`src/spi_port_pkg.sv`:
```
// Constants and carrier types of the serial port
package spi_port_pkg;

    // ------------------------------------------------------------
    // Register map (byte addresses)
    // ------------------------------------------------------------
    localparam logic [7:0] CTRL_OFFSET   = 8'h00;
    localparam logic [7:0] STATUS_OFFSET = 8'h04;
    localparam logic [7:0] DATA_OFFSET   = 8'h08;
    localparam logic [7:0] CTRL_RESET    = 8'h00;
    localparam logic [7:0] STATUS_RESET  = 8'h00;
    localparam logic [7:0] DATA_RESET    = 8'h00;

    // ------------------------------------------------------------
    // Status field positions
    // ------------------------------------------------------------
    localparam int STAT_DONE_BIT   = 7;
    localparam int STAT_WRITE_COLLISION_FLAG_BIT   = 6;
    localparam int STAT_DOUBLE_BIT = 0;

    // ------------------------------------------------------------
    // Clock divisors and transfer length
    // ------------------------------------------------------------
    localparam logic [7:0] DIV_NORM_0 = 8'h04;
    localparam logic [7:0] DIV_NORM_1 = 8'h10;
    localparam logic [7:0] DIV_NORM_2 = 8'h40;
    localparam logic [7:0] DIV_NORM_3 = 8'h80;
    localparam logic [7:0] DIV_DBL_0  = 8'h02;
    localparam logic [7:0] DIV_DBL_1  = 8'h08;
    localparam logic [7:0] DIV_DBL_2  = 8'h20;
    localparam logic [7:0] DIV_DBL_3  = 8'h40;
    localparam logic [3:0] LAST_EDGE  = 4'hf;

    // ------------------------------------------------------------
    // Types
    // ------------------------------------------------------------
    typedef struct packed {
        logic sck;
        logic mosi;
        logic miso;
        logic ss_n;
    } spi_pins_t;

    typedef enum logic {
        ST_IDLE  = 1'b0,
        ST_SHIFT = 1'b1
    } xfer_state_t;

    typedef struct packed {
        logic xfer_irq_enable;
        logic port_enable;
        logic bit_order_lsb_first;
        logic master_select;
        logic cpol;
        logic cpha;
        logic rate_sel_hi;
        logic rate_sel_lo;
    } port_ctrl_t;

    typedef struct packed {
        port_ctrl_t  ctrl;
        logic        double_rate;
        logic        done;
        logic        write_collision_flag;
        logic        arm_done;
        logic        arm_write_collision_flag;
        logic [7:0]  sr;
        logic [7:0]  rx_buf;
        logic        samp;
        logic [3:0]  edge_cnt;
        logic [6:0]  div_cnt;
        xfer_state_t xs;
        logic        sck_q;
        spi_pins_t   sync1;
        spi_pins_t   sync2;
        logic        sck_prev;
        logic        ap_valid;
        logic        ap_write;
        logic [7:0]  ap_addr;
        logic [31:0] hrdata;
    } port_state_t;

endpackage

```
`src/spi_port.sv`:
```
// Byte-wide serial port, master or slave, with AHB-Lite registers
`timescale 1ns/100ps

// Overview of operation
// RQ1: Slave select is input in slave mode; low activates, MISO driven if enabled.
// RQ2: Slave select high makes slave passive and drops any partial byte at once.
// RQ3: Master with select as output: pin is plain output, no effect on port.
// RQ4: Master with select input low: demote to slave, inputs, set done flag.
// RQ5: Outside master keeps select high; software re-sets master bit after fault.
// RQ6: Interrupt requested when enable bit, done flag and global enable set.
// RQ7: Port enable bit zero forbids every transfer and port action.
// RQ8: Bit order bit one sends LSB first, zero sends MSB first.
// RQ9: Master select bit one chooses master, zero chooses slave.
// RQ10: Polarity bit sets SCK idle level and so the leading edge direction.
// RQ11: Phase zero samples leading, changes trailing; phase one the reverse.
// RQ12: Master SCK divisor from rate bits and double bit; slave ignores rate.
// RQ13: Done flag sets at transfer end; cleared by vector or status-then-data.
// RQ14: Data write during transfer sets collision; status-then-data clears both.
// RQ15: Status bits five to one always read zero.
// RQ16: Double bit doubles master SCK, shortest period two system clocks.
// RQ17: Data write loads shifter and starts; data read returns receive buffer.
// RQ18: Polarity and phase form modes 0 to 3; change opposite sample edge.
// RQ19: Master stops SCK after eight bits and sets done flag.
// RQ20: Receive buffered once; unread byte overwritten by next completion.
// RQ21: Colliding data write leaves the byte in flight untouched.
module spi_port
    import spi_port_pkg::*;
(
    // Clock, reset, enable
    input  wire logic        hclk,
    input  wire logic        hresetn,
    input  wire logic        ce,
    // AHB-Lite slave
    input  wire logic        hsel,
    input  wire logic [31:0] haddr,
    input  wire logic [1:0]  htrans,
    input  wire logic        hwrite,
    input  wire logic [2:0]  hsize,
    input  wire logic [31:0] hwdata,
    input  wire logic        hready,
    output logic      [31:0] hrdata,
    output logic             hreadyout,
    output logic             hresp,
    // Serial pins
    input  wire spi_pins_t   pin_in,
    output spi_pins_t        pin_out,
    output spi_pins_t        pin_oe,
    // Pin direction settings from the port logic
    input  wire logic        sck_dir_out,
    input  wire logic        mosi_dir_out,
    input  wire logic        miso_dir_out,
    input  wire logic        ss_dir_out,
    input  wire logic        ss_gpio_level,
    // CPU interrupt interface
    input  wire logic        global_irq_enable,
    input  wire logic        irq_vector_taken,
    output logic             xfer_irq
);

    // ------------------------------------------------------------
    // Helpers
    // ------------------------------------------------------------
    function automatic logic [6:0] half_period(input logic dbl, input logic [1:0] rate);
        logic [7:0] div;
        div = 8'h00;
        unique case ({dbl, rate})
            3'b000:  div = DIV_NORM_0;
            3'b001:  div = DIV_NORM_1;
            3'b010:  div = DIV_NORM_2;
            3'b011:  div = DIV_NORM_3;
            3'b100:  div = DIV_DBL_0;
            3'b101:  div = DIV_DBL_1;
            3'b110:  div = DIV_DBL_2;
            3'b111:  div = DIV_DBL_3;
        endcase
        return div[7:1];
    endfunction

    function automatic logic [7:0] shift_in(input logic [7:0] sr, input logic b,
                                            input logic lsb);
        return lsb ? {b, sr[7:1]} : {sr[6:0], b};
    endfunction

    port_state_t st;
    port_state_t next_st;
    logic        addr_take;
    logic        rd_take;
    logic        wr_now;
    logic        data_access;
    logic        in_xfer;
    logic        en;
    logic        tick;
    logic        edge_ok;
    logic        sample;
    logic        last;
    logic        in_bit;
    logic        fault;
    logic        set_done;
    logic        set_write_collision_flag;
    logic        out_bit;

    assign en      = st.ctrl.port_enable;
    assign in_xfer = st.ctrl.master_select ? (st.xs == ST_SHIFT) : (st.edge_cnt != 4'h0);
    assign out_bit = st.ctrl.bit_order_lsb_first ? st.sr[0] : st.sr[7]; // RQ8

    // ------------------------------------------------------------
    // Next-state logic
    // ------------------------------------------------------------
    always_comb
    begin
        next_st     = st;
        tick        = 1'b0;
        edge_ok     = 1'b0;
        sample      = 1'b0;
        last        = 1'b0;
        in_bit      = 1'b0;
        fault       = 1'b0;
        set_done    = 1'b0;
        set_write_collision_flag    = 1'b0;

        // Pin synchronisers
        next_st.sync1    = pin_in;
        next_st.sync2    = st.sync1;
        next_st.sck_prev = st.sync2.sck;

        // Bus address phase
        addr_take        = hsel && htrans[1] && hready;
        rd_take          = addr_take && !hwrite;
        wr_now           = st.ap_valid && st.ap_write;
        next_st.ap_valid = addr_take;
        next_st.ap_write = hwrite;
        next_st.ap_addr  = haddr[7:0];
        data_access      = (rd_take && haddr[7:0] == DATA_OFFSET)
                        || (wr_now && st.ap_addr == DATA_OFFSET);

        if (rd_take)
        begin
            unique case (haddr[7:0])
                CTRL_OFFSET:   next_st.hrdata = {24'h000000, st.ctrl};
                STATUS_OFFSET: next_st.hrdata = {24'h000000, st.done, st.write_collision_flag, 5'h00,
                                                 st.double_rate}; // RQ15
                DATA_OFFSET:   next_st.hrdata = {24'h000000, st.rx_buf}; // RQ17
                default:       next_st.hrdata = 32'h00000000;
            endcase
        end

        // Flag clearing: status read arms, data access clears
        if (data_access)
        begin
            if (st.arm_done || st.arm_write_collision_flag)
            begin
                next_st.done = 1'b0; // RQ13
            end
            if (st.arm_write_collision_flag)
            begin
                next_st.write_collision_flag = 1'b0; // RQ14
            end
            next_st.arm_done = 1'b0;
            next_st.arm_write_collision_flag = 1'b0;
        end
        if (rd_take && haddr[7:0] == STATUS_OFFSET)
        begin
            next_st.arm_done = st.done;
            next_st.arm_write_collision_flag = st.write_collision_flag;
        end
        if (irq_vector_taken)
        begin
            next_st.done = 1'b0; // RQ13
        end

        // Register writes
        if (wr_now)
        begin
            unique case (st.ap_addr)
                CTRL_OFFSET:   next_st.ctrl = hwdata[7:0]; // RQ9
                STATUS_OFFSET: next_st.double_rate = hwdata[STAT_DOUBLE_BIT]; // RQ16
                DATA_OFFSET:
                begin
                    if (in_xfer)
                    begin
                        set_write_collision_flag = 1'b1; // RQ14 RQ21
                    end
                    else
                    begin
                        next_st.sr       = hwdata[7:0]; // RQ17
                        next_st.edge_cnt = 4'h0;
                        if (st.ctrl.master_select && en)
                        begin
                            next_st.xs      = ST_SHIFT;
                            next_st.div_cnt = 7'h00;
                        end
                    end
                end
                default: ;
            endcase
        end

        // Edge source: divider in master, sampled pin in slave
        if (st.ctrl.master_select)
        begin
            if (st.xs == ST_SHIFT)
            begin
                if (st.div_cnt == half_period(st.double_rate,
                                              {st.ctrl.rate_sel_hi, st.ctrl.rate_sel_lo}) - 7'h01)
                begin
                    tick            = 1'b1; // RQ12 RQ16
                    next_st.div_cnt = 7'h00;
                    next_st.sck_q   = ~st.sck_q;
                end
                else
                begin
                    next_st.div_cnt = st.div_cnt + 7'h01;
                end
            end
            edge_ok = tick;
            in_bit  = st.sync2.miso;
        end
        else
        begin
            edge_ok = en && !st.sync2.ss_n && (st.sync2.sck != st.sck_prev); // RQ1
            in_bit  = st.sync2.mosi;
        end

        // Shift engine; even edge count is the leading edge
        if (edge_ok && en)
        begin
            sample = st.edge_cnt[0] ^ ~st.ctrl.cpha; // RQ11 RQ18
            last   = st.edge_cnt == LAST_EDGE;
            if (sample)
            begin
                next_st.samp = in_bit;
            end
            else if (!(st.ctrl.cpha && st.edge_cnt == 4'h0))
            begin
                next_st.sr = shift_in(st.sr, st.samp, st.ctrl.bit_order_lsb_first);
            end
            next_st.edge_cnt = st.edge_cnt + 4'h1;
            if (last)
            begin
                // Phase one ends on a sample edge: line held, last bit folded in here
                next_st.rx_buf = st.ctrl.cpha
                               ? shift_in(st.sr, in_bit, st.ctrl.bit_order_lsb_first)
                               : next_st.sr; // RQ18 RQ20
                next_st.xs     = ST_IDLE; // RQ19
                set_done       = 1'b1; // RQ19
            end
        end

        // Slave select high resets the slave edge count
        if (!st.ctrl.master_select && st.sync2.ss_n)
        begin
            next_st.edge_cnt = 4'h0; // RQ2
        end

        // Mode fault: select pin pulled low while master
        if (en && st.ctrl.master_select && !ss_dir_out && !st.sync2.ss_n)
        begin
            fault                       = 1'b1;
            next_st.ctrl.master_select  = 1'b0; // RQ4
            next_st.xs                  = ST_IDLE;
            next_st.edge_cnt            = 4'h0;
            set_done                    = 1'b1; // RQ4
        end

        if (!next_st.ctrl.port_enable)
        begin
            next_st.xs       = ST_IDLE; // RQ7
            next_st.edge_cnt = 4'h0;
        end
        if (next_st.xs == ST_IDLE)
        begin
            next_st.sck_q = next_st.ctrl.cpol; // RQ10
        end

        // Sets win over clears
        if (set_done)
        begin
            next_st.done = 1'b1;
        end
        if (set_write_collision_flag)
        begin
            next_st.write_collision_flag = 1'b1;
        end
    end

    // ------------------------------------------------------------
    // State register
    // ------------------------------------------------------------
    always_ff @(posedge hclk or negedge hresetn)
    begin
        if (!hresetn)
        begin
            st <= '0;
        end
        else if (ce)
        begin
            st <= next_st;
        end
    end

    // ------------------------------------------------------------
    // Outputs
    // ------------------------------------------------------------
    assign hrdata       = st.hrdata;
    assign hreadyout    = 1'b1;
    assign hresp        = 1'b0;
    assign xfer_irq     = st.ctrl.xfer_irq_enable && st.done && global_irq_enable; // RQ6
    assign pin_out.sck  = st.sck_q;
    assign pin_out.mosi = out_bit;
    assign pin_out.miso = out_bit;
    assign pin_out.ss_n = ss_gpio_level; // RQ3
    assign pin_oe.sck   = en && st.ctrl.master_select && sck_dir_out; // RQ4
    assign pin_oe.mosi  = en && st.ctrl.master_select && mosi_dir_out; // RQ4
    assign pin_oe.miso  = en && !st.ctrl.master_select && !st.sync2.ss_n && miso_dir_out; // RQ1
    assign pin_oe.ss_n  = ss_dir_out && (!en || st.ctrl.master_select); // RQ1 RQ3
endmodule // spi_port

```
`config.mk`:
```
export PLATFORM = sky130hd
export DESIGN_NAME = spi_port
export DESIGN_NICKNAME = d
export VERILOG_FILES = /design/src/spi_port_pkg.sv /design/src/spi_port.sv
export SDC_FILE = /design/constraint.sdc
export NUM_CORES = 1
export LEC_CHECK = 0
export ABC_AREA = 1
export BUFFER_PORTS_ARGS = -buffer_cell sky130_fd_sc_hd__clkbuf_2
export CELL_PAD_IN_SITES_DETAIL_PLACEMENT = 1
export CELL_PAD_IN_SITES_GLOBAL_PLACEMENT = 1
export CORE_MARGIN = 2
export CORE_UTILIZATION = 40
export DETAILED_ROUTE_END_ITERATION = 8
export PLACE_DENSITY = 0.92
export SKIP_CTS_REPAIR_TIMING = 1
export SLEW_MARGIN = 20
export SYNTH_ARGS = -nofsm -noshare
export SYNTH_HDL_FRONTEND = slang
export SYNTH_SLANG_ARGS = --single-unit
```
`constraint.sdc`:
```
create_clock -name hclk -period 6.35 [get_ports hclk]
set_input_delay 0.3175 -clock hclk [delete_from_list [all_inputs] [get_ports hclk]]
set_output_delay 0.3175 -clock hclk [all_outputs]
set_load 0.01 [all_outputs]
```
-- Word-level counts from Yosys, hierarchy flattened
Memories as Yosys holds them, arrays and structs flattened.
Cells that the tools add are included.
W data, S select, Z words.
- register bits after elaboration: 94
- ROM bits: 56
- input port bits: 86
- memories: 1
- memories (name ; depth ; width ; read ports ; clocked after memory_dff ; write ports ; line ; source):
    (no name shown) ; 8 ; 7 ; 1 ; 0 ; 0 ; spi_port.sv:66 ; unique case ({dbl, rate})
- add/sub/neg operators: 3
- equality and inequality tests: 13
- multiplexer cells: 55
- bitwise logic cells: 3
- reductions and logical operators: 53
- operator list (kind ; count):
    $mux W8 ; 13
    $mux W12 ; 3
    $mux W1 ; 28
    $mux W7 ; 4
    $pmux W8 S3 ; 1
    $logic_and A1 B1 Y1 ; 23
    $mux W21 ; 1
    $reduce_and A3 Y1 ; 7
    $eq A8 B3 Y1 const B ; 2
    $eq A8 B4 Y1 const B ; 2
    $logic_not A8 Y1 ; 2
    $mux W4 ; 4
    $ne A5 B1 Y1 const B ; 2
    $reduce_bool A2 Y1 ; 5
    $reduce_and A4 Y1 ; 2
    $add A7 B1 Y7 const B ; 1
    $eq A7 B7 Y1 ; 1
    $sub A7 B1 Y7 const B ; 1
    $reduce_bool A3 Y1 ; 2
    $logic_not A1 Y1 ; 5
    $ne A5 B2 Y1 const B ; 1
    $add A4 B1 Y4 const B ; 1
    $eq A4 B4 Y1 const B ; 1
    $logic_not A4 Y1 ; 1
    9 further kinds ; 14

-- Longest topological paths before layout
An unclocked memory read counts as a cell.
- word-level depth: 14
- mapped depth: 18
- depth with buffers taken out: 17

-- Worst setup path before layout
OpenSTA, ideal clock, no wires.
- kind: register to register
- start point: register st[87] (netlist bit)
- end point: register st[72] (netlist bit)
- setup time: 121 ps
- arrival: 1965 ps
- setup slack: 4265 ps
- stages on the path, launching flop included: 17
- path buffers: 2
- cell sequence: dfrtp_1 buf_6 nor2_4 nand2_1 ha_1 inv_1 nand2_1 nand2_1 nor2_2 nand3_2 nor2_4 nand3_4 nand2_4 nand3_4 nor2_8 buf_12 o21ai_1
- word-level cells in the longest chain between the ends: 10
- ends and longest elaborated chain (element ; line ; source):
    from (decl) ; spi_port.sv:84 ; port_state_t st;
    from (signal assigned) ; spi_port.sv:297 ; st <= next_st;
    $mem_v2 Z8 W7 ; -- ;
    $mux W8 ; spi_port.sv:201 ; if (st.xs == ST_SHIFT)
    $mux W8 ; spi_port.sv:199 ; if (st.ctrl.master_select)
    $sub A7 B1 Y7 ; spi_port.sv:204 ; {st.ctrl.rate_sel_hi, st.ctrl.rate_sel_lo}) - 7'h01)
    $eq A7 B7 Y1 ; spi_port.sv:203 ; if (st.div_cnt == half_period(st.double_rate,
    $mux W1 ; spi_port.sv:203 ;
    $mux W1 ; spi_port.sv:201 ;
    $mux W1 ; spi_port.sv:199 ;
    $logic_and A1 B1 Y1 ; spi_port.sv:225 ; if (edge_ok && en)
    $reduce_and A3 Y1 (no source line) ; -- ;
No other way between the ends. The select of a mux whose other input is x is not followed.
A chain may end at the register's enable or synchronous reset.

-- Final worst setup path
- start point: register st[87] (netlist bit)
- end point: register st[71] (netlist bit)
Same word-level chain as after synthesis.

==> results_dict.tcl <==
set metrics [dict create \
    design_area_um2 4990 \
    synth_area_um2 4570 \
    whs_ps 179 \
    worstPathRequired_ps 6550 \
    clock_sinks 70 \
    drtIter0Drc 283 \
    fin_crit_sh 0.434 \
    die_h_um 111 \
    root_buffer "clkbuf_16" \
    grt_pass1_wl_mm 21.5 \
    clk_pin_slew_worst_paths_ps 60 \
    most-common-layout-cells "173 x nand2_1, 70 x dfrtp_1, 64 x inv_1" \
    routedWlPerCell_um 16.3 \
    setup_viol 0 \
    drc 0 \
    overflow 0 \
    rr_worst_depth 15 \
    synth_area_leaders "dfrtp_1 38%, nand2_1 14%, buf_4 6.6%, inv_1 5.3%, o21ai_0 4.5%" \
    core_um2 11300 \
    grt_use_total 0.216 \
    yosysTopAreaCellShare 0.383 \
    hold_path_class "in2reg" \
    critPathLaunchType "flop" \
    r2r_slack_ps 3600 \
    gp_congestion 0.835 \
    drv_cap 0 \
    setup.worst_path.end "st[71]" \
    p_leak_nw 2.62 \
    layout-drive-gt1-share 0.190 \
    synth_cell_type_count 48 \
    worstMarginPinSlew_ps 936 \
    startpoint "st[87]" \
    syn2layout_area_growth_pct 9.11 \
    rsz0062_at_grt "no" \
    whs_path_depth 3 \
    dr.pass1.iters 4 \
    ioPinCount 129 \
    final_antenna_net_count 0 \
    antenna_found_initial 0 \
    drv_slew 0 \
    cts_buffer_depth 2 \
    fillerInstances 1456 \
    insertion_delay_ps 350 \
    fin_tns_setup_ps 0 \
    rows 39 \
    power.density_nw_per_um2 258 \
    hold_viol_final 0 \
    fmax_ghz 0.363 \
    cp.arrival_ps 2960 \
    fin_crit_ps 2750 \
    nNetsFinal 734 \
    grt_pass1_vias 4381 \
    cp-end-kind "flop" \
    cts-htree-levels 3 \
    slew-limit-headroom 0.376 \
    yosysWarnings 0 \
    grt_max_degree 71 \
    fin_worst_skew_ps 8.84 \
    yosysSeqAreaShare 0.383 \
    synth_top_cell_by_area "dfrtp_1" \
    vdd_drop_max_mv 0.115 \
    hp-start "pin_in[0]" \
    antenna_cells 0 \
    placed_area_um2 4710 \
    timing.rr.start "st[87]" \
    cp_max_fo 12 \
    start_util 0.406 \
    critPathKind "reg2reg" \
    place.detailed.hpwl_mm 9.32 \
    die_w_um 111 \
    worstReg2RegEnd "st[71]" \
    via_per_inst 5.26 \
    status "finished, final reports clean" \
    numCtsBuffers 9 \
    buffer_ports.inserted 48 \
    cts_tree "built" \
    die_area_um2 12300 \
    vias 4162 \
    routed_wl_mm 12.9 \
    final_common_cell "nand2_1" \
    avgSynthCellArea_um2 7.45 \
    synth-seq-cells 70 \
    syn_inst 614 \
    final_util 0.443 \
]
## layer usage
layer	track usage	vias to the layer above	routed length, um
met5	0	-	0
met4	0.101	0	373
met3	0.0443	29	689
li1	-	1984	-
met2	0.365	118	6480
met1	0.266	2031	5340
## worst max-delay path, cell delays in order, from the launching register on
cell,delay [ps]
dfrtp_1,540
nor2_4,200
nand2_1,100
ha_1,310
inv_1,140
nand2_2,90
nand3_1,100
nand3_2,90
nor2_4,170
nand3_4,110
nand2_4,100
nand3_4,120
nor2_8,250
inv_2,110
nand2_1,80
o21ai_1,100
## through the flow
| step | instances | total power, W | setup slack [ps] |
|---|---|---|---|
| floorplan | 638 | 0.000736 | 4260 |
| global placement | 776 | 0.000786 | 3870 |
| detailed placement | 776 | 0.000806 | 3750 |
| CTS | 792 | 0.00129 | 3640 |
| global route | 792 | 0.00135 | 3460 |
| finish | 792 | 0.00129 | 3600 |
## flip-flops by register name (all words and copies together), names as in the netlist
name     cells
st          55
en           1
next_st      5
hrdata       8
pin_out      1
## area by class of cell
cell class                      instances  area [um^2]  share of cell area
Multi-Input combinational cell        439         2240               0.448
Sequential cell                        70         1750               0.351
Inverter                               73          280              0.0562
Timing Repair Buffer                   51          263              0.0527
Clock buffer                           11          243              0.0487
Tap cell                              143          179              0.0359
Clock inverter                          5         35.0             0.00702
## worst min path at each step
stage / end / slack (ps)
finish: next_st[43] / 180
detailed placement: next_st[45] / 460
global route: next_st[46] / 190
floorplan: en / 20
CTS: next_st[46] / 180
global placement: st[45] / 450
## power breakdown
part / internal, W / switching [W]
Sequential: 0.000486 / 0.0000341
Clock: 0.000275 / 0.000205
Combinational: 0.0000907 / 0.000194
Total: 0.000852 / 0.000433
## synth_stat cells (all sizes together)
| cell type | count |
|---|---|
| nand2 | 190 |
| inv | 71 |
| dfrtp | 70 |
| o21ai | 64 |
| buf | 46 |
| nor2 | 41 |
| nand3 | 35 |
| a21oi | 22 |
| o22ai | 13 |
| clkbuf | 10 |
| nand4 | 9 |
| a22oi | 6 |
| a31oi | 6 |
| nor3 | 5 |
| ha | 4 |
| clkinv | 2 |
| conb | 2 |
| nor4 | 2 |
| o211ai | 2 |
| o21bai | 2 |
| o31ai | 2 |
| xor2 | 2 |
| a211oi | 1 |
| a21boi | 1 |
| and3 | 1 |
| mux2 | 1 |
| nand3b | 1 |
| o311ai | 1 |
| or2 | 1 |
| xnor2 | 1 |
## logic make-up after synthesis
family,synth area share
xor gates and xnor gates,0.00575
other,0.00164
muxes,0.00246
adders and majority gates,0.0109
DFF,0.383
and+or+nand+nor,0.289
AOI/OAI and AO/OA,0.160
buffers and inverters,0.147
Power figures use the tool's default switching activity.
